$ cat config.mk
export PLATFORM = sky130hd
export DESIGN_NAME = scst_serial_channel
export DESIGN_NICKNAME = d
export VERILOG_FILES = /design/src/pkg/scst_pkg.sv /design/src/verilog/scst_fifo.sv /design/src/verilog/scst_serial_channel.sv
export VERILOG_INCLUDE_DIRS = /design/src /design/src/pkg
export SDC_FILE = /design/constraint.sdc
export NUM_CORES = 1
export LEC_CHECK = 0
export ABC_AREA = 0
export BUFFER_PORTS_ARGS = -buffer_cell sky130_fd_sc_hd__buf_2
export CAP_MARGIN = 25
export CORE_ASPECT_RATIO = 2
export CORE_UTILIZATION = 35
export CTS_CLUSTER_SIZE = 30
export DETAILED_ROUTE_END_ITERATION = 16
export GPL_TIMING_DRIVEN = 0
export PLACE_DENSITY_LB_ADDON = 0.2
export SLEW_MARGIN = 25
export SYNTH_ARGS = -nofsm -noshare
export SYNTH_HDL_FRONTEND = slang
export SYNTH_SLANG_ARGS = --single-unit
$ cat constraint.sdc
create_clock -name core_clk_i -period 4.3 [get_ports core_clk_i]
set_input_delay 0.215 -clock core_clk_i [delete_from_list [all_inputs] [get_ports core_clk_i]]
set_output_delay 0.215 -clock core_clk_i [all_outputs]
set_load 0.005 [all_outputs]
$ cat src/pkg/scst_defines.svh
// constants of the configurable serial channel
`ifndef SCST_DEFINES_SVH
`define SCST_DEFINES_SVH
// ==========================================
// clock and baud figures
`define SCST_CLK_HZ 200000000
`define SCST_BAUD_19200 19200
`define SCST_BAUD_9600 9600
`define SCST_BAUD_4800 4800
`define SCST_BAUD_2400 2400
`define SCST_BAUD_1200 1200
`define SCST_BAUD_600 600
`define SCST_BAUD_300 300
// ==========================================
// receive buffer and flow thresholds
`define SCST_BUF_DEPTH 96
`define SCST_HI_PCT 50
`define SCST_LO_PCT 35
`define SCST_PAUSE_CHAR 8'h13
`define SCST_RESUME_CHAR 8'h11
// ==========================================
// setup update enables, one bit per setting
`define SCST_UPD_MODE 0
`define SCST_UPD_BAUD 1
`define SCST_UPD_LONG 2
`define SCST_UPD_PAR 3
`define SCST_UPD_STOP 4
// ==========================================
// reset values of the settings
`define SCST_RST_MODE scst_pkg::SCST_HS_CHAR
`define SCST_RST_BAUD scst_pkg::SCST_B9600
`define SCST_RST_CHAR8 1'b1
`define SCST_RST_PAR scst_pkg::SCST_PAR_NONE
`define SCST_RST_TWO_STOP 1'b1
`endif

$ cat src/pkg/scst_pkg.sv
// types of the configurable serial channel
package scst_pkg;
  typedef enum logic [2:0] {SCST_B19200, SCST_B9600, SCST_B4800, SCST_B2400,
                            SCST_B1200, SCST_B600, SCST_B300} scst_baud_type;
  typedef enum logic [1:0] {SCST_PAR_NONE, SCST_PAR_EVEN, SCST_PAR_ODD} scst_par_type;
  typedef enum logic {SCST_HS_CHAR, SCST_HS_FLOW} scst_hs_type;
  typedef enum logic [2:0] {SCST_IDLE, SCST_START, SCST_DATA, SCST_PARB, SCST_STOP} scst_state_type;
endpackage

$ cat src/verilog/scst_fifo.sv
// first-in first-out buffer with valid/ready on both sides
`timescale 1ns/100ps
`default_nettype none
module scst_fifo #(
  parameter int WIDTH = 8,
  parameter int DEPTH = 32
) (
  // clock and reset
  input wire logic core_clk_i,
  input wire logic sys_rst_i,
  // fill side
  input wire logic in_valid_i,
  output logic in_ready_o,
  input wire logic [WIDTH-1:0] in_data_i,
  // drain side
  output logic out_valid_o,
  input wire logic out_ready_i,
  output logic [WIDTH-1:0] out_data_o,
  // fill level
  output logic [$clog2(DEPTH+1)-1:0] level_o
);
  localparam int AW = $clog2(DEPTH);
  localparam int LW = $clog2(DEPTH+1);
  logic [WIDTH-1:0] mem_q [DEPTH];
  logic [AW-1:0] wr_q, rd_q;
  logic [LW-1:0] cnt_q;
  logic push, pop;

  assign in_ready_o = (cnt_q != LW'(DEPTH));
  assign out_valid_o = (cnt_q != '0);
  assign out_data_o = mem_q[rd_q];
  assign level_o = cnt_q;
  assign push = in_valid_i && in_ready_o;
  assign pop = out_valid_o && out_ready_i;

  always_ff @(posedge core_clk_i) begin
    if (push) begin
      mem_q[wr_q] <= in_data_i;
    end
  end

  always_ff @(posedge core_clk_i) begin
    if (sys_rst_i) begin
      wr_q <= '0;
      rd_q <= '0;
      cnt_q <= '0;
    end else begin
      if (push) begin
        wr_q <= (wr_q == AW'(DEPTH-1)) ? '0 : wr_q + 1'b1;
      end
      if (pop) begin
        rd_q <= (rd_q == AW'(DEPTH-1)) ? '0 : rd_q + 1'b1;
      end
      cnt_q <= cnt_q + LW'(push) - LW'(pop);
    end
  end

  AST_FIFO_NO_OVERFILL: assert property (@(posedge core_clk_i) disable iff (sys_rst_i)
    cnt_q == LW'(DEPTH) |=> cnt_q <= LW'(DEPTH)) else $error("fifo overfilled");
endmodule // scst_fifo
`default_nettype wire

$ cat src/verilog/scst_serial_channel.sv
// configurable asynchronous serial channel with role, route and flow control
`timescale 1ns/100ps
`default_nettype none
`include "scst_defines.svh"
module scst_serial_channel #(
  parameter int CLK_HZ = `SCST_CLK_HZ,
  parameter int BUF_DEPTH = `SCST_BUF_DEPTH
) (
  // clock and reset
  input wire logic core_clk_i,
  input wire logic sys_rst_i,
  // setup command: per-setting update enables
  input wire logic cfg_wr_i,
  input wire logic [4:0] cfg_upd_i,
  input wire scst_pkg::scst_hs_type cfg_mode_i,
  input wire scst_pkg::scst_baud_type cfg_baud_i,
  input wire logic cfg_char8_i,
  input wire scst_pkg::scst_par_type cfg_par_i,
  input wire logic cfg_two_stop_i,
  // board switches
  input wire logic role_modem_i,
  input wire logic [2:0] rts_sel_i,
  // user transmit
  input wire logic tx_valid_i,
  output logic tx_ready_o,
  input wire logic [7:0] tx_data_i,
  // user receive
  output logic rx_valid_o,
  input wire logic rx_ready_i,
  output logic [7:0] rx_data_o,
  // status
  output logic err_parity_o,
  output logic err_frame_o,
  output logic err_overrun_o,
  input wire logic err_clr_i,
  // cable lines
  input wire logic txd_pin_i,
  output logic txd_pin_o,
  output logic txd_pin_oe_o,
  input wire logic rxd_pin_i,
  output logic rxd_pin_o,
  output logic rxd_pin_oe_o,
  input wire logic cts_pin_i,
  output logic cts_pin_o,
  output logic cts_pin_oe_o,
  input wire logic dsr_pin_i,
  output logic dsr_pin_o,
  output logic dsr_pin_oe_o,
  input wire logic dtr_pin_i,
  output logic dtr_pin_o,
  output logic dtr_pin_oe_o,
  input wire logic [2:0] rts_pin_i,
  output logic [2:0] rts_pin_o,
  output logic [2:0] rts_pin_oe_o
);
  import scst_pkg::*;
  localparam int LW = $clog2(BUF_DEPTH+1);
  localparam logic [LW-1:0] HI_LVL = LW'(BUF_DEPTH * `SCST_HI_PCT / 100);
  localparam logic [LW-1:0] LO_LVL = LW'(BUF_DEPTH * `SCST_LO_PCT / 100);

  // ==========================================
  // settings
  scst_hs_type mode_q;
  scst_baud_type baud_q;
  scst_par_type par_q;
  logic char8_q, two_stop_q;

  always_ff @(posedge core_clk_i) begin
    if (sys_rst_i) begin
      mode_q <= `SCST_RST_MODE;
      baud_q <= `SCST_RST_BAUD;
      char8_q <= `SCST_RST_CHAR8;
      par_q <= `SCST_RST_PAR;
      two_stop_q <= `SCST_RST_TWO_STOP;
    end else if (cfg_wr_i) begin
      // a clear enable keeps the old value
      if (cfg_upd_i[`SCST_UPD_MODE]) mode_q <= cfg_mode_i;
      if (cfg_upd_i[`SCST_UPD_BAUD]) baud_q <= cfg_baud_i;
      if (cfg_upd_i[`SCST_UPD_LONG]) char8_q <= cfg_char8_i;
      if (cfg_upd_i[`SCST_UPD_PAR] && cfg_par_i != 2'd3) par_q <= cfg_par_i;
      if (cfg_upd_i[`SCST_UPD_STOP]) two_stop_q <= cfg_two_stop_i;
    end
  end

  // bit period in clocks; the partner must match this rate
  function automatic logic [19:0] bit_div(input scst_baud_type b);
    case (b)
      SCST_B19200: bit_div = 20'(CLK_HZ / `SCST_BAUD_19200);
      SCST_B4800: bit_div = 20'(CLK_HZ / `SCST_BAUD_4800);
      SCST_B2400: bit_div = 20'(CLK_HZ / `SCST_BAUD_2400);
      SCST_B1200: bit_div = 20'(CLK_HZ / `SCST_BAUD_1200);
      SCST_B600: bit_div = 20'(CLK_HZ / `SCST_BAUD_600);
      SCST_B300: bit_div = 20'(CLK_HZ / `SCST_BAUD_300);
      default: bit_div = 20'(CLK_HZ / `SCST_BAUD_9600);
    endcase
  endfunction

  logic [19:0] div;
  logic [2:0] last_bit;
  logic par_on, par_odd;
  assign div = bit_div(baud_q);
  assign last_bit = char8_q ? 3'h7 : 3'h6;
  assign par_on = (par_q != SCST_PAR_NONE);
  assign par_odd = (par_q == SCST_PAR_ODD);

  // ==========================================
  // role: which lines are driven and which sampled
  logic line_in, rts_in, rx_rdy, partner_ok, paused_q;
  logic tx_line_q;
  assign line_in = role_modem_i ? txd_pin_i : rxd_pin_i;
  assign rts_in = |(rts_pin_i & rts_sel_i);
  assign txd_pin_o = tx_line_q;
  assign rxd_pin_o = tx_line_q;
  assign txd_pin_oe_o = !role_modem_i;
  assign rxd_pin_oe_o = role_modem_i;
  // outside byte handshake the hold-off lines stay asserted
  assign cts_pin_o = (mode_q == SCST_HS_CHAR) ? !rx_rdy : 1'b1;
  assign cts_pin_oe_o = role_modem_i;
  assign dsr_pin_o = 1'b1;
  assign dsr_pin_oe_o = role_modem_i;
  assign dtr_pin_o = 1'b1;
  assign dtr_pin_oe_o = !role_modem_i;
  assign rts_pin_o = {3{(mode_q == SCST_HS_CHAR) ? !rx_rdy : 1'b1}};
  assign rts_pin_oe_o = role_modem_i ? 3'b000 : rts_sel_i;
  assign partner_ok = (mode_q == SCST_HS_FLOW) ? !paused_q :
                      role_modem_i ? (rts_in && dtr_pin_i) : (cts_pin_i && dsr_pin_i);

  // ==========================================
  // transmitter
  scst_state_type tx_st_q;
  logic [19:0] tx_cnt_q;
  logic [2:0] tx_bit_q;
  logic [7:0] tx_sh_q;
  logic tx_par_q, tx_tick, ctl_pend_q, pause_sent_q;
  logic [7:0] ctl_char_q, tx_word;
  assign tx_tick = (tx_cnt_q == 20'h0);
  assign tx_ready_o = (tx_st_q == SCST_IDLE) && !ctl_pend_q && partner_ok;
  assign tx_word = ctl_pend_q ? ctl_char_q : {1'b0, tx_data_i[6:0]};

  always_ff @(posedge core_clk_i) begin
    if (sys_rst_i) begin
      tx_st_q <= SCST_IDLE;
      tx_line_q <= 1'b1;
      tx_cnt_q <= 20'h0;
      tx_bit_q <= 3'h0;
      tx_sh_q <= 8'h0;
      tx_par_q <= 1'b0;
    end else begin
      tx_cnt_q <= tx_tick ? div - 20'h1 : tx_cnt_q - 20'h1;
      case (tx_st_q)
        SCST_IDLE: begin
          tx_line_q <= 1'b1;
          if (ctl_pend_q || (tx_valid_i && tx_ready_o)) begin
            tx_sh_q <= tx_word;
            tx_par_q <= (^tx_word) ^ par_odd;
            tx_line_q <= 1'b0;
            tx_cnt_q <= div - 20'h1;
            tx_bit_q <= 3'h0;
            tx_st_q <= SCST_START;
          end
        end
        SCST_START: begin
          if (tx_tick) begin
            tx_line_q <= tx_sh_q[0];
            tx_sh_q <= tx_sh_q >> 1;
            tx_st_q <= SCST_DATA;
          end
        end
        SCST_DATA: begin
          if (tx_tick) begin
            if (tx_bit_q == last_bit) begin
              tx_line_q <= par_on ? tx_par_q : 1'b1;
              tx_st_q <= par_on ? SCST_PARB : SCST_STOP;
              tx_bit_q <= 3'h0;
            end else begin
              tx_line_q <= tx_sh_q[0];
              tx_sh_q <= tx_sh_q >> 1;
              tx_bit_q <= tx_bit_q + 3'h1;
            end
          end
        end
        SCST_PARB: begin
          if (tx_tick) begin
            tx_line_q <= 1'b1;
            tx_st_q <= SCST_STOP;
          end
        end
        SCST_STOP: begin
          if (tx_tick) begin
            // a stop setting lowered mid-frame must still end the frame here
            if (tx_bit_q >= {2'b00, two_stop_q}) tx_st_q <= SCST_IDLE;
            else tx_bit_q <= tx_bit_q + 3'h1;
          end
        end
        default: tx_st_q <= SCST_IDLE;
      endcase
    end
  end

  // ==========================================
  // receiver
  scst_state_type rx_st_q;
  logic [19:0] rx_cnt_q;
  logic [2:0] rx_bit_q;
  logic [7:0] rx_sh_q;
  logic rx_tick, rx_push_q, rx_pbad_q, rx_ctl, fifo_in_ready;
  logic [LW-1:0] level;
  assign rx_tick = (rx_cnt_q == 20'h0);

  always_ff @(posedge core_clk_i) begin
    if (sys_rst_i) begin
      rx_st_q <= SCST_IDLE;
      rx_cnt_q <= 20'h0;
      rx_bit_q <= 3'h0;
      rx_sh_q <= 8'h0;
      rx_pbad_q <= 1'b0;
      rx_push_q <= 1'b0;
    end else begin
      rx_push_q <= 1'b0;
      rx_cnt_q <= rx_tick ? div - 20'h1 : rx_cnt_q - 20'h1;
      case (rx_st_q)
        SCST_IDLE: begin
          if (!line_in) begin
            rx_cnt_q <= (div >> 1) - 20'h1; // sample mid-cell
            rx_sh_q <= 8'h0;
            rx_bit_q <= 3'h0;
            rx_st_q <= SCST_START;
          end
        end
        SCST_START: begin
          if (rx_tick) rx_st_q <= line_in ? SCST_IDLE : SCST_DATA;
        end
        SCST_DATA: begin
          if (rx_tick) begin
            rx_sh_q[rx_bit_q] <= line_in;
            rx_bit_q <= rx_bit_q + 3'h1;
            if (rx_bit_q == last_bit) rx_st_q <= par_on ? SCST_PARB : SCST_STOP;
          end
        end
        SCST_PARB: begin
          if (rx_tick) begin
            rx_pbad_q <= ((^rx_sh_q) ^ par_odd) != line_in;
            rx_st_q <= SCST_STOP;
          end
        end
        SCST_STOP: begin
          if (rx_tick) begin
            rx_push_q <= 1'b1;
            rx_st_q <= SCST_IDLE;
          end
        end
        default: rx_st_q <= SCST_IDLE;
      endcase
    end
  end

  // received top bit is discarded in both lengths
  logic [7:0] rx_char;
  assign rx_char = {1'b0, rx_sh_q[6:0]};
  assign rx_ctl = (mode_q == SCST_HS_FLOW) &&
                  (rx_char == `SCST_PAUSE_CHAR || rx_char == `SCST_RESUME_CHAR);

  // ==========================================
  // error flags: a new event wins over the clear
  logic perr_q, ferr_q, oerr_q;
  logic stop_seen;
  assign stop_seen = (rx_st_q == SCST_STOP) && rx_tick;
  always_ff @(posedge core_clk_i) begin
    if (sys_rst_i) begin
      perr_q <= 1'b0;
      ferr_q <= 1'b0;
      oerr_q <= 1'b0;
    end else begin
      perr_q <= (rx_push_q && par_on && rx_pbad_q) || (perr_q && !err_clr_i);
      ferr_q <= (stop_seen && !line_in) || (ferr_q && !err_clr_i);
      oerr_q <= (rx_push_q && !rx_ctl && !fifo_in_ready) || (oerr_q && !err_clr_i);
    end
  end
  assign err_parity_o = perr_q;
  assign err_frame_o = ferr_q;
  assign err_overrun_o = oerr_q;

  // ==========================================
  // receive buffer
  scst_fifo #(.WIDTH(8), .DEPTH(BUF_DEPTH)) u_rx_buf (
    .core_clk_i(core_clk_i),
    .sys_rst_i(sys_rst_i),
    .in_valid_i(rx_push_q && !rx_ctl),
    .in_ready_o(fifo_in_ready),
    .in_data_i(rx_char),
    .out_valid_o(rx_valid_o),
    .out_ready_i(rx_ready_i),
    .out_data_o(rx_data_o),
    .level_o(level)
  );
  assign rx_rdy = rx_valid_o;

  // ==========================================
  // in-band flow control
  always_ff @(posedge core_clk_i) begin
    if (sys_rst_i || mode_q != SCST_HS_FLOW) begin
      paused_q <= 1'b0;
    end else if (rx_push_q && rx_char == `SCST_PAUSE_CHAR) begin
      paused_q <= 1'b1;
    end else if (rx_push_q && rx_char == `SCST_RESUME_CHAR) begin
      paused_q <= 1'b0;
    end
  end

  always_ff @(posedge core_clk_i) begin
    if (sys_rst_i || mode_q != SCST_HS_FLOW) begin
      ctl_pend_q <= 1'b0;
      ctl_char_q <= `SCST_PAUSE_CHAR;
      pause_sent_q <= 1'b0;
    end else if (ctl_pend_q) begin
      if (tx_st_q == SCST_IDLE) ctl_pend_q <= 1'b0;
    end else if (!pause_sent_q && level >= HI_LVL) begin
      ctl_pend_q <= 1'b1;
      ctl_char_q <= `SCST_PAUSE_CHAR;
      pause_sent_q <= 1'b1;
    end else if (pause_sent_q && level <= LO_LVL) begin
      ctl_pend_q <= 1'b1;
      ctl_char_q <= `SCST_RESUME_CHAR;
      pause_sent_q <= 1'b0;
    end
  end

  // ==========================================
  // checks
  AST_RESET_DEFAULTS: assert property (@(posedge core_clk_i)
    sys_rst_i |=> mode_q == SCST_HS_CHAR && baud_q == SCST_B9600 && char8_q && par_q == SCST_PAR_NONE
      && two_stop_q) else $error("settings not at reset defaults");
  AST_KEEP_BAUD: assert property (@(posedge core_clk_i) disable iff (sys_rst_i)
    cfg_wr_i && !cfg_upd_i[`SCST_UPD_BAUD] |=> $stable(baud_q)) else $error("baud changed without enable");
  AST_CTS_INVERSE: assert property (@(posedge core_clk_i) disable iff (sys_rst_i)
    mode_q == SCST_HS_CHAR |-> cts_pin_o == (level == '0)) else $error("cts not inverse of ready");
  AST_START_LOW: assert property (@(posedge core_clk_i) disable iff (sys_rst_i)
    tx_st_q == SCST_IDLE ##1 tx_st_q == SCST_START |-> !tx_line_q) else $error("start bit not low");
  AST_STOP_HIGH: assert property (@(posedge core_clk_i) disable iff (sys_rst_i)
    tx_st_q == SCST_STOP |-> tx_line_q) else $error("stop bit not high");
  AST_DATA_MSB_ZERO: assert property (@(posedge core_clk_i) disable iff (sys_rst_i)
    rx_valid_o |-> !rx_data_o[7]) else $error("received top bit not zero");
  AST_PAUSE_SENT: assert property (@(posedge core_clk_i) disable iff (sys_rst_i)
    mode_q == SCST_HS_FLOW && !ctl_pend_q && !pause_sent_q && level >= HI_LVL ##1 mode_q == SCST_HS_FLOW
      |-> ctl_pend_q && ctl_char_q == `SCST_PAUSE_CHAR) else $error("pause not queued");
  AST_RESUME_SENT: assert property (@(posedge core_clk_i) disable iff (sys_rst_i)
    mode_q == SCST_HS_FLOW && !ctl_pend_q && pause_sent_q && level <= LO_LVL ##1 mode_q == SCST_HS_FLOW
      |-> ctl_pend_q && ctl_char_q == `SCST_RESUME_CHAR) else $error("resume not queued");
  AST_FLOW_HOLD: assert property (@(posedge core_clk_i) disable iff (sys_rst_i)
    mode_q == SCST_HS_FLOW && paused_q |-> !tx_ready_o) else $error("sent while paused");
  AST_ROLE_LINES: assert property (@(posedge core_clk_i) disable iff (sys_rst_i)
    role_modem_i |-> rxd_pin_oe_o && !txd_pin_oe_o && rts_pin_oe_o == 3'b000) else $error("modem role drive wrong");
  AST_RTS_ROUTE: assert property (@(posedge core_clk_i) disable iff (sys_rst_i)
    !role_modem_i |-> rts_pin_oe_o == rts_sel_i) else $error("rts route wrong");
  AST_PARITY_BIT: assert property (@(posedge core_clk_i) disable iff (sys_rst_i)
    tx_st_q == SCST_DATA && tx_tick && tx_bit_q == last_bit && par_on |=> tx_line_q == tx_par_q)
    else $error("parity bit wrong");
endmodule // scst_serial_channel
`default_nettype wire

# [Yosys cells after proc, flatten, opt, wreduce, memory -nomap -nowiden]
# Memory sizes are Yosys's and may differ from the RTL's. A register that Yosys moved wholly into a read port is not among the register bits.
# Index checks and enable logic that the tools add are counted.
[word_totals] output_inout_bits=29 in_bits=39 latchBits=0 ff_bits=115 n_memories=1 mem_bits_rw=672 romBits=0
[mem_list] name="u_rx_buf.mem_q" words=96 word_bits=7 read_ports=1 rd_ports_with_merged_regs=1 write_ports=1 line="scst_fifo.sv:24" source="logic [WIDTH-1:0] mem_q [DEPTH];"
[classes] magnitude_cmp=5 reduce_logical=69 n_shift=0 n_div=0 multipliers=0 n_bitwise=6 n_eq_ne=38 add_sub_neg=10 n_mux=75
[ops] cell="$mux W20" n=6
[ops] cell="$pmux W20 S6" n=1
[ops] cell="$mux W8" n=9
[ops] cell="$mux W3" n=22
[ops] cell="$sub A20 B1 Y20 const B" n=3
[ops] cell="$logic_not A20 Y1" n=2
[ops] cell="$ne A2 B2 Y1 const B" n=16
[ops] cell="$pmux W3 S5" n=2
[ops] cell="$mux W7" n=4
[ops] cell="$pmux W8 S3" n=1
[ops] cell="$logic_and A1 B1 Y1" n=23
[ops] cell="$mux W1" n=23
[ops] cell="$sub A19 B1 Y20 const B" n=1
[ops] cell="$eq A3 B2 Y1 const B" n=6
[ops] cell="$pmux W8 S2" n=1
[ops] cell="$reduce_and A2 Y1" n=8
[ops] cell="$reduce_xor A8 Y1" n=2
[ops] cell="$eq A3 B3 Y1 const B" n=5
[ops] cell="$add A7 B1 Y7 const B" n=2
[ops] cell="$eq A7 B5 Y1 const B" n=2
[ops] cell="$eq A7 B7 Y1 const B" n=2
[ops] cell="$reduce_and A5 Y1" n=2
[ops] cell="$logic_not A1 Y1" n=9
[ops] cell="$logic_not A3 Y1" n=3
[ops] cell="33 further kinds" n=48

# [Depth between registers and ports, before layout]
# Gate-level depths: netlist (run 1).
[logic_depth] word_depth=10 mapped_depth=15 mapped_depth_nobuf=15

# [Modules after synthesis]
# A second synthesis (run 1) with hierarchy kept.
[hier_totals] cells_unflattened=2155 area_unflattened_um2=36234.8
[modules_own_cells] mod="scst_fifo" n_inst=1 area_each_um2=30885.9 cells_each=1482 seq_area_each_um2=23622.7
[modules_own_cells] mod="scst_serial_channel" n_inst=1 area_each_um2=5348.9 cells_each=673 seq_area_each_um2=1721.7

# [Worst setup path after synthesis (run 1)]
# No wires, ideal clock.
[synth_path] path_kind="register to register" startpoint="register rx_sh_q[1]" endpoint="register u_rx_buf.cnt_q[6], in the netlist u_rx_buf.level_o[6]" path_stages_with_launch=15 n_path_buf=1 slack_ps=371 period_less_slack_ps=3929 setup_ps=128 arrival_ps=3801 path_cell_list="dfxtp_1 ha_1 nor2_1 o41ai_1 nor2b_1 clkbuf_1 ha_1 inv_1 fa_1 o21bai_1 a21oi_1 o21bai_1 a21oi_1 xor2_1 nor2_1"
[synth_between] elab_chain_cells=8
[synth_lines] item="start: declaration" line="scst_serial_channel.sv:205" source="logic [7:0] rx_sh_q;"
[synth_lines] item="start signal: indexed assignment" line="scst_serial_channel.sv:235" source="rx_sh_q[rx_bit_q] <= line_in;"
[synth_lines] item="$eq A7 B5 Y1 (no source line)"
[synth_lines] item="$logic_or A1 B1 Y1 (no source line) (*)"
[synth_lines] item="$logic_and A1 B1 Y1 (*)" line="scst_serial_channel.sv:260" source="assign rx_ctl = (mode_q == SCST_HS_FLOW) &&"
[synth_lines] item="$logic_not A1 Y1 (*)" line="scst_serial_channel.sv:288" source=".in_valid_i(rx_push_q && !rx_ctl),"
[synth_lines] item="$logic_and A1 B1 Y1 (*)" line="scst_serial_channel.sv:288"
[synth_lines] item="$logic_and A1 B1 Y1 (*)" line="scst_fifo.sv:33" source="assign push = in_valid_i && in_ready_o;"
[synth_lines] item="via u_rx_buf.push" line="scst_fifo.sv:27" source="logic push, pop;"
[synth_lines] item="$add A7 B1 Y7 (*)" line="scst_fifo.sv:54" source="cnt_q <= cnt_q + LW'(push) - LW'(pop);"
[synth_lines] item="$sub A7 B1 Y7 (*)" line="scst_fifo.sv:54"
[synth_lines] item="end signal: assignment" line="scst_fifo.sv:54"
[synth_lines] item="end: declaration" line="scst_fifo.sv:26" source="logic [LW-1:0] cnt_q;"
# Mark *: on every way through the listed nets, which the timed path passes. The rest lies on a longest branch.
# A chain may end at the register's enable or synchronous reset.

==> impl_results.rst, run 1 <==
.. list-table::
   :header-rows: 1

   * - Metric
     - Value
   * - Status
     - completed
   * - Fraction of the cycle the final worst path needs
     - between 90% and 100%
   * - Die X-Extent
     - 218 µm
   * - Cell count of the worst hold path
     - 4
   * - # Max-Cap Violations
     - 0
   * - Cell chosen for the clock root
     - clkbuf_16
   * - Total setup violations reported at the end of the flow
     - 0
   * - Number of antenna violations at the first check in global routing
     - 2
   * - Average wire per standard cell
     - roughly 28 µm
   * - Post-synth top flop
     - edfxtp_1
   * - Most frequently used cell type in the post-synthesis netlist
     - edfxtp_1
   * - Total clock buffers created by CTS
     - 70
   * - Clock network latency to the later pin of the worst-skew pair
     - between 600 and 700 ps
   * - GR Layer Usage met3
     - 2.67%
   * - Unrepaired setup endpoints after global routing
     - yes
   * - Cells after synthesis
     - roughly 2000
   * - Final min period
     - 4170 ps
   * - Vias in the first global route
     - ~20000
   * - Residual DRC
     - 0
   * - H-Tree Level Count
     - 3
   * - Detailed-routing iteration count for the pre-antenna-repair pass
     - 7
   * - Maximum number of pins on one net before global-route repair
     - 62
   * - Critical path fanouts, max
     - 10
   * - Clock Pin Slew Worst Setup and Hold Paths
     - 70 ps
   * - Area Growth Syn to Fin
     - 14.5%
   * - Grt met1 use
     - 19.2%
   * - Lkg Pwr
     - ~0.012 µW
   * - Wire length of the first global-routing pass
     - roughly 140000 µm
   * - Share of Yosys cell area claimed by the top area cell type
     - between 60 and 70%
   * - Register area share after synthesis
     - roughly 69%
   * - Synthesized area
     - around 33000 µm²
   * - EDFF count, synth
     - 672
   * - Via Count
     - 18500
   * - Setup Skew
     - between 30 and 40 ps
   * - Die Outline Area
     - between 90000 and 100000 µm²
   * - Floorplan Core Area
     - between 90000 and 100000 µm²
   * - Placed cell count
     - ~3300
   * - Share of cells above drive strength 1
     - between 20% and 30%
   * - Overall fraction of global-route tracks in use
     - 20.4%
   * - F_max
     - 240 MHz
   * - Buffers added on ports
     - 61
   * - Worst hold path class
     - primary input to flip-flop
   * - Yosys warns
     - 0
   * - Clock net sink count
     - around 800
   * - PD cells
     - 490 nW/µm²
   * - Cell types occupying the most area after synthesis
     - edfxtp_1, mux4_2, dfxtp_1
   * - Post-Layout Cell Count
     - approximately 3400
   * - Busiest metal layer after global routing
     - met2
   * - DP Wirelength
     - between 60000 and 70000 µm
   * - Type of element capturing the critical path
     - output pin
   * - Startpoint types
     - flip-flop
   * - Floorplan row count
     - between 150 and 200
   * - Via density per instance
     - around 5.4
   * - Number of buffers on the longest clock path
     - 3
   * - Ys async rst share
     - 0%
   * - Biggest area consumer among synthesized cells
     - edfxtp_1
   * - Transition time of the tightest slew-check pin
     - about 950 ps
   * - Distinct cells, synth
     - 74
   * - Final hold viol count
     - 0
   * - Setup TNS Final
     - 0 ps
   * - Worst setup path category
     - flip-flop to output pin
   * - Global-route congestion overflow total
     - 0
   * - Post-synth top cells
     - edfxtp_1, nor2_1, mux4_2, nand2_1, dfxtp_1
   * - Count of nets left with antenna violations after detail routing
     - 0
   * - Mean instance size in the synthesized netlist
     - 16.1 µm²
   * - Data arrival time of the worst path
     - 3960 ps
   * - Initial Utilization
     - a little over a third
   * - Max-slew violation count
     - 0
   * - Data required time at the worst endpoint
     - just over 4000 ps
   * - Routability congestion estimate
     - slightly above 0.9
   * - CTS tree
     - done
   * - Count of inserted antenna diode cells
     - 0
   * - Min Hold Slack
     - 44.9 ps
   * - Total wire length
     - roughly 95000 µm
   * - Count of buffers added by post-CTS timing repair for setup
     - 0
   * - Number of nets in the finished design
     - about 2300
   * - Number of placed I/O pins
     - 68
   * - Die height
     - ~430 µm
   * - Overall power after layout
     - between 15000 and 20000 µW
   * - Met2 capacity usage during global routing
     - approximately two fifths
   * - Number of flip-flops and latches in the synthesized netlist
     - 786
   * - IR drop worst, VDD
     - approximately 0.00036 V
   * - Drt initial violations
     - between 1000 and 1500
   * - Normalized max-slew margin
     - 36.5%
   * - Path depth of the worst reg2reg path
     - 11
-- critical path: stages (launching register included) --
cell and delay (ps):
dfxtp_1 320, buf_2 320, buf_2 370, buf_4 300, buf_4 300, buf_4 310, mux2i_2 430, a21oi_1 180
o21ai_0 210, nand4_1 280, buf_2 220
-- final timing paths --
kind           startpoint              endpoint  slack, ps
max             flip-flop          rx_data_o[1]        130
min          tx_data_i[2]            tx_sh_q[2]         40
max reg2reg    rx_sh_q[1]  u_rx_buf.mem_q[3][4]        200
min reg2reg  pause_sent_q          pause_sent_q        470
-- routing by layer --
metal  up-vias  routed length [µm]
met5         -                   0
met4         0                5620
met3       206                3530
met2       516               55300
met1      9597               30500
li1       8212                   -
-- cell families (layout without fill, tap and decap cells) --
kind of cell             after synthesis  after routing  synth area share (%)
AO/OA/AOI/OAI                        227            227                  4.74
XOR/XNOR                              65             65                  1.79
adder cells (fa/ha/maj)               32             32                  1.25
buffers and inverters                158            379                  2.00
flip-flops                           786            786                  68.8
multiplexers                         244            244                  14.1
other                                  2              3                0.0230
AND/OR/NAND/NOR                      510            510                  7.36
-- layout make-up --
cell class,instances,area [µm²]
clock inverters,43,368
flip-flops and latches,786,22500
fillers,8550,55100
multi-input cells,1081,9670
plain buffers,120,673
well taps,1200,1500
repair buffers,94,717
clock buffers,85,1850
inverters,37,139
-- power by group --
part	total, µW	switching, µW	internal [µW]
Combinational	3450	2040	1410
Clock	6290	2900	3400
Sequential	8600	219	8380
Total	18300	5150	13200
-- cell usage in the layout, fill, tap and decap left out, types with 6 or more instances in the layout --
cell type / synthesis / layout
dlygate4sd3_1: 0 / 24
ha_1: 31 / 31
xor2_1: 26 / 26
mux2i_1: 63 / 60
nor2_2: 0 / 37
clkbuf_2: 0 / 11
mux4_2: 171 / 171
clkbuf_16: 0 / 72
buf_12: 0 / 8
nor3b_1: 13 / 12
buf_2: 16 / 73
and2_1: 6 / 6
nand4_1: 12 / 12
edfxtp_1: 672 / 672
clkinv_2: 0 / 11
clkinv_1: 0 / 15
and3_1: 6 / 6
nand2_1: 120 / 120
nand2b_1: 18 / 18
nor2b_1: 23 / 23
o221ai_1: 10 / 10
dfxtp_1: 114 / 107
inv_1: 37 / 37
a21oi_1: 61 / 61
clkbuf_1: 72 / 65
a211oi_1: 25 / 25
buf_4: 11 / 31
o21ai_0: 34 / 27
nand3_1: 42 / 42
dfxtp_4: 0 / 7
xnor2_1: 38 / 38
o211ai_1: 12 / 12
a22oi_1: 15 / 15
a32oi_1: 6 / 6
a31oi_1: 7 / 7
nor2_1: 207 / 170
mux2_2: 10 / 10
or3_1: 8 / 8
nor3_1: 22 / 22
-- registers in the layout (all words and copies together) (netlist names), 7 cells and up, named ones only --
name	cells
u_rx_buf.wr_q	7
tx_cnt_q	20
rx_cnt_q	20
u_rx_buf.rd_q	7
tx_sh_q	7
u_rx_buf.mem_q	672
rx_sh_q	8
u_rx_buf.level_o	7
-- metrics by stage --
stage	utilization [%]	instance area [µm²]	setup WS [ps]
2_1_floorplan	-	32700	371
3_3_place_gp	37.3	34500	-2450
3_5_place_dp	37.5	34700	-874
4_1_cts	40.3	37300	11.7
5_1_grt	40.4	37400	-42.5
6_report	40.4	37400	126
-- repair_timing --
action / 4_1_cts / 5_1_grt
hold buffers: 24 / 0
hold endpoints to repair: 14 / 0
resized for setup: 84 / 33
setup endpoints to repair: 37 / 352
(Power assumes the default switching activity.)
==> run 2: changes to the inputs <==
--- a/config.mk
+++ b/config.mk
@@ -9,11 +9,12 @@
 export ABC_AREA = 0
 export BUFFER_PORTS_ARGS = -buffer_cell sky130_fd_sc_hd__buf_2
 export CAP_MARGIN = 25
+export CELL_PAD_IN_SITES_DETAIL_PLACEMENT = 0
+export CELL_PAD_IN_SITES_GLOBAL_PLACEMENT = 1
 export CORE_ASPECT_RATIO = 2
 export CORE_UTILIZATION = 35
 export CTS_CLUSTER_SIZE = 30
 export DETAILED_ROUTE_END_ITERATION = 16
-export GPL_TIMING_DRIVEN = 0
 export PLACE_DENSITY_LB_ADDON = 0.2
 export SLEW_MARGIN = 25
 export SYNTH_ARGS = -nofsm -noshare
==> impl_results.rst, run 2 (synthesized netlist as in run 1, its figures left out) <==
.. list-table::
   :header-rows: 1

   * - Metric
     - Value
   * - Status
     - completed
   * - Worst hold path class
     - primary input to flip-flop
   * - Floorplan Core Area
     - just over 90000 µm²
   * - Via Count
     - 17700
   * - Fraction of the cycle the final worst path needs
     - between 90% and 100%
   * - Die height
     - 434 µm
   * - Hold_sp
     - tx_data_i[5]
   * - Number of nets in the finished design
     - between 2000 and 2500
   * - Count of nets left with antenna violations after detail routing
     - 0
   * - Routability congestion estimate
     - a little under 0.8
   * - Die Outline Area
     - 94600 µm²
   * - Type of element capturing the critical path
     - output pin
   * - Final hold viol count
     - 0
   * - Footprint of the multi-input gates
     - approximately 9600 µm²
   * - Clock Pin Slew Worst Setup and Hold Paths
     - roughly 70 ps
   * - Cell with the largest stage delay on the worst path
     - dfxtp_4
   * - # Max-Cap Violations
     - 0
   * - DP Wirelength
     - approximately 55000 µm
   * - Data arrival time of the worst path
     - about 3800 ps
   * - Buffers added on ports
     - 63
   * - Startpoint types
     - flip-flop
   * - Share of cells above drive strength 1
     - 19.9%
   * - Cell chosen for the clock root
     - clkbuf_16
   * - Clock network latency to the later pin of the worst-skew pair
     - roughly 650 ps
   * - CTS tree
     - done
   * - Data required time at the worst endpoint
     - 4090 ps
   * - Setup TNS Final
     - 0 ps
   * - Total setup violations reported at the end of the flow
     - 0
   * - Stage delay of the slowest cell on the critical path
     - 740 ps
   * - Floorplan row count
     - around 160
   * - Sequential cell area
     - 22500 µm²
   * - Transition time of the tightest slew-check pin
     - between 900 and 1000 ps
   * - Area Growth Syn to Fin
     - 13.5%
   * - Launching point of the worst reg2reg path
     - rx_sh_q[0]
   * - Max-slew violation count
     - 0
   * - Clock net sink count
     - roughly 800
   * - Worst setup path category
     - flip-flop to output pin
   * - Detailed-routing iteration count for the pre-antenna-repair pass
     - 5
   * - Cell type with the highest occurrence count on the critical path
     - o21ai_0
   * - Initial Utilization
     - between 30% and 40%
   * - Number of antenna violations at the first check in global routing
     - 0
   * - Fin area
     - approximately 37000 µm²
   * - Number of gates given a new drive strength after cts
     - 0
   * - Number of buffers on the longest clock path
     - 3
   * - Biggest register
     - u_rx_buf.mem_q
   * - Global-route congestion overflow total
     - 0
   * - Area after DPL
     - between 30000 and 40000 µm²
   * - Total wire length
     - slightly above 80000 µm
   * - Number of placed I/O pins
     - 68
   * - IR drop worst, VDD
     - 0.000323 V
   * - Drt initial violations
     - approximately 1100
   * - Final min period
     - about 4000 ps
   * - Count of buffers added by post-CTS timing repair for setup
     - 0
   * - Flip-flop count of the largest register, all copies and words added
     - 672
   * - FILL cells
     - roughly 8600
   * - Vias in the first global route
     - 19000
   * - Maximum number of pins on one net before global-route repair
     - 100
   * - Lkg Pwr
     - ~0.012 µW
   * - Unrepaired setup endpoints after global routing
     - no
   * - Critical path fanouts, max
     - 29
   * - Normalized max-slew margin
     - approximately two fifths
   * - F_max
     - between 200 and 300 MHz
   * - PD cells
     - ~480 nW/µm²
   * - H-Tree Level Count
     - 3
   * - Commonest non-fill, non-tap cell in the layout
     - edfxtp_1
   * - Via density per instance
     - roughly 5.2
   * - Residual DRC
     - 0
   * - Top flop regs
     - u_rx_buf.mem_q x672, rx_cnt_q x20, tx_cnt_q x20
   * - Average wire per standard cell
     - around 24 µm
   * - Count of inserted antenna diode cells
     - 0
   * - Setup Skew
     - around 28 ps
   * - Die X-Extent
     - 218 µm
   * - Critical Path, Cell by Cell
     - mux4_2 > a22oi_1 > o21ai_0 > o21ai_0 > nand3_1 > buf_2
   * - Wire length of the first global-routing pass
     - 123000 µm
   * - Total clock buffers created by CTS
     - 72
   * - Overall fraction of global-route tracks in use
     - between 15 and 20%
   * - Commonest cells after routing, fill and taps aside
     - edfxtp_1, nor2_1, mux4_2
run 2: power by group:
group	switching, µW	internal [µW]
sequential	303	8390
combinational	1620	1360
clock	2860	3400
run 2: path summary, 6_finish.rpt:
check	cells after the start	slack, ps	end
setup / recovery	6	320	rx_data_o[3]
hold / removal	4	50	tx_sh_q[5]
setup reg to reg	9	980	u_rx_buf.mem_q[48][1]
hold reg to reg	2	470	err_frame_o
run 2: what timing repair did:
action	in CTS	in global routing
hold buffers	28	0
endpoints found under the setup margin	0	0
endpoints found under the hold margin	37	0
run 2: per-layer routing:
layer	vias to the layer above	part of all wire [%]	track usage, %
met5	-	0	0
met4	0	4.0	8.36
met3	128	2.9	1.99
met2	364	58	35.6
met1	9114	35	18.3
li1	8088	-	-
run 2: worst max-delay path, delay by kind of cell (launching register included):
family,cells,cell delay (ps)
buf+inv,1,190
flops,1,740
compound gates,3,1260
mux,1,590
simple gates,1,260
run 2: stage by stage:
step	setup slack (ps)	cells	total power, µW	utilization [%]	hold slack [ps]
after floorplan	371	2025	11000	-	362
after global placement	927	3227	11900	37.3	452
after detailed placement	906	3227	11900	37.3	460
after CTS	294	3383	18200	40.1	2.80
after global routing	272	3383	18700	40.1	41.4
final	316	3383	17900	40.1	53.4
run 2: layout make-up:
class                           count  area share (%)
Sequential cell                   786            60.7
Clock inverter                     38           0.736
Multi-Input combinational cell   1081            25.8
Timing Repair Buffer              151            3.05
Inverter                           37           0.375
Tap cell                         1200            4.05
Clock buffer                       90            5.33
==> run 3: changes to the inputs <==
--- a/config.mk
+++ b/config.mk
@@ -7,11 +7,12 @@
 export NUM_CORES = 1
 export LEC_CHECK = 0
 export ABC_AREA = 0
-export BUFFER_PORTS_ARGS = -buffer_cell sky130_fd_sc_hd__buf_2
+export BUFFER_PORTS_ARGS = -buffer_cell sky130_fd_sc_hd__buf_4
 export CAP_MARGIN = 25
 export CELL_PAD_IN_SITES_DETAIL_PLACEMENT = 0
 export CELL_PAD_IN_SITES_GLOBAL_PLACEMENT = 1
 export CORE_ASPECT_RATIO = 2
+export CORE_MARGIN = 5
 export CORE_UTILIZATION = 35
 export CTS_CLUSTER_SIZE = 30
 export DETAILED_ROUTE_END_ITERATION = 16
==> constraint.sdc (replaced) <==
create_clock -name core_clk_i -period 5 [get_ports core_clk_i]
set_input_delay 0.25 -clock core_clk_i [delete_from_list [all_inputs] [get_ports core_clk_i]]
set_output_delay 0.25 -clock core_clk_i [all_outputs]
set_load 0.005 [all_outputs]
==> impl_results.rst, run 3 (synthesized netlist as in run 1, its figures left out) <==
.. list-table::
   :header-rows: 1

   * - Metric
     - Value
   * - PD cells
     - around 420 nW/µm²
   * - Share of cells above drive strength 1
     - between 15 and 20%
   * - Worst hold path class
     - primary input to flip-flop
   * - Min Hold Slack
     - between 50 and 60 ps
   * - Number of nets in the finished design
     - around 2200
   * - Launching point of the worst reg2reg path
     - u_rx_buf.level_o[2]
   * - Capture point of the worst reg-to-reg path
     - u_rx_buf.mem_q[37][5]
   * - Type of element capturing the critical path
     - output pin
   * - Detailed-routing iteration count for the pre-antenna-repair pass
     - 5
   * - Flip-flop count of the largest register, all copies and words added
     - roughly 670
   * - Residual DRC
     - 0
   * - Clock network latency to the later pin of the worst-skew pair
     - ~650 ps
   * - Number of antenna violations at the first check in global routing
     - 0
   * - Top flop regs
     - u_rx_buf.mem_q x672, rx_cnt_q x20, tx_cnt_q x20
   * - Placed cell count
     - 3214
   * - Total clock buffers created by CTS
     - 73
   * - Die X-Extent
     - 226 µm
   * - Total setup violations reported at the end of the flow
     - 0
   * - Area Growth Syn to Fin
     - 14.0%
   * - Count of inserted antenna diode cells
     - 0
   * - IR drop worst, VDD
     - 0.000319 V
   * - Die height
     - between 400 and 500 µm
   * - Data arrival time of the worst path
     - between 3000 and 4000 ps
   * - Count of buffers added by post-CTS timing repair for setup
     - 0
   * - Transition time of the tightest slew-check pin
     - between 1000 and 1500 ps
   * - Drt initial violations
     - about 1100
   * - Cell chosen for the clock root
     - clkbuf_16
   * - Lkg Pwr
     - about 0.012 µW
   * - Count of nets left with antenna violations after detail routing
     - 0
   * - Global-route congestion overflow total
     - 0
   * - Clock net sink count
     - 786
   * - F_max
     - between 200 and 250 MHz
   * - H-Tree Level Count
     - 3
   * - DP Wirelength
     - 56100 µm
   * - Average wire per standard cell
     - about 25 µm
   * - Setup Skew
     - around 21 ps
   * - Final hold viol count
     - 0
   * - Commonest non-fill, non-tap cell in the layout
     - edfxtp_1
   * - Startpoint types
     - flip-flop
   * - Setup TNS Final
     - 0 ps
   * - Cell type with the highest occurrence count on the critical path
     - buf_4
   * - Routability congestion estimate
     - 0.835
   * - Setup slack on the worst flop-to-flop path
     - 1320 ps
   * - Die Outline Area
     - around 100000 µm²
   * - Floorplan row count
     - approximately 160
   * - Biggest register
     - u_rx_buf.mem_q
   * - Max-slew violation count
     - 0
   * - Unrepaired setup endpoints after global routing
     - no
   * - Final core occ
     - ~40%
   * - Wire length of the first global-routing pass
     - approximately 120000 µm
   * - Total wire length
     - just over 80000 µm
   * - Normalized max-slew margin
     - 32.4%
   * - Vias in the first global route
     - 18900
   * - Initial Utilization
     - around a third
   * - Via density per instance
     - roughly 5.2
   * - Status
     - completed
   * - Number of gates given a new drive strength after cts
     - 0
   * - Worst setup path category
     - flip-flop to output pin
   * - Number of buffers on the longest clock path
     - 3
   * - Commonest cells after routing, fill and taps aside
     - edfxtp_1, nor2_1, mux4_2
   * - Critical path fanouts, max
     - 42
   * - Critical Path Sink
     - rx_data_o[5]
   * - Post-Layout Cell Count
     - around 3400
   * - Floorplan Core Area
     - 92700 µm²
   * - Cell with the largest stage delay on the worst path
     - dfxtp_4
   * - Maximum number of pins on one net before global-route repair
     - 100
   * - Final min period
     - roughly 4100 ps
   * - Number of placed I/O pins
     - about 70
   * - Buffers added on ports
     - 63
   * - # Max-Cap Violations
     - 0
   * - Via Count
     - about 18000
   * - Stage delay of the slowest cell on the critical path
     - ~910 ps
   * - Fraction of the cycle the final worst path needs
     - about four fifths
   * - Data required time at the worst endpoint
     - ~4800 ps
   * - Overall fraction of global-route tracks in use
     - between 10% and 20%
   * - CTS tree
     - done
   * - Path depth of the worst reg2reg path
     - 7
   * - Critical Path, Cell by Cell
     - buf_4 > mux4_2 > mux2i_1 > a21oi_1 > o21ai_0 > nand4_1 > buf_4
   * - Clock Pin Slew Worst Setup and Hold Paths
     - 70 ps
   * - Hold-fix buffer count after cts
     - 25
run 3: changes by cell type in the layout (fill, tap and decap cells not counted), moves of 3 or more:
| cell | previous run | this run |
|---|---|---|
| dlygate4sd3_1 | 28 | 25 |
| clkinv_1 | 13 | 9 |
| buf_4 | 51 | 98 |
| bufinv_16 | 2 | 6 |
| clkinv_8 | 0 | 4 |
| inv_6 | 0 | 6 |
| clkbuf_16 | 77 | 73 |
| clkinvlp_4 | 4 | 8 |
| buf_2 | 62 | 0 |
run 3: stage by stage:
step	instance area (µm²)	setup slack, ps	total power, µW
after floorplan	32700	1070	9460
after global placement	34600	1270	10200
after detailed placement	34600	1230	10200
after CTS	37200	860	15900
after global routing	37200	772	16300
final	37200	939	15600
run 3: worst min-delay path by stage:
stage	cells after the start	slack, ps	end	start
floorplan	2	400	mode_q	cfg_mode_i
global placement	2	460	pause_sent_q	pause_sent_q
detailed placement	2	460	pause_sent_q	pause_sent_q
CTS	5	1	tx_sh_q[0]	tx_data_i[0]
global route	4	60	tx_sh_q[5]	tx_data_i[5]
finish	5	60	tx_sh_q[0]	tx_data_i[0]
run 3: report_power, final:
group          switching (µW)  internal (µW)  total [µW]
clock                    2540           3050        5590
combinational            1370           1170        2540
sequential                295           7210        7510
total                    4200          11400       15600
run 3: cell type report:
class / count / area (µm²)
clock buffers: 85 / 1870
clock inverters: 50 / 494
fillers: 8371 / 55500
inverters: 37 / 139
multi-input cells: 1081 / 9560
flip-flops and latches: 786 / 22500
well taps: 1200 / 1500
repair buffers: 135 / 1180
run 3: worst max-delay path, delay by kind of cell, from the launching register on:
kind / cells / cell delay [ps]
buffers and inverters: 2 / 580
AOI/OAI and AO/OA: 2 / 540
DFF: 1 / 910
muxes: 2 / 810
and+or+nand+nor: 1 / 290
run 3: routing by layer:
metal  vias up  share of wire, %  global-route usage (%)
met5         -                 0                       0
met4         0               3.6                    6.41
met3       106               2.7                    2.10
met2       305                59                    32.8
met1      9018                35                    17.5
li1       8072                 -                       -
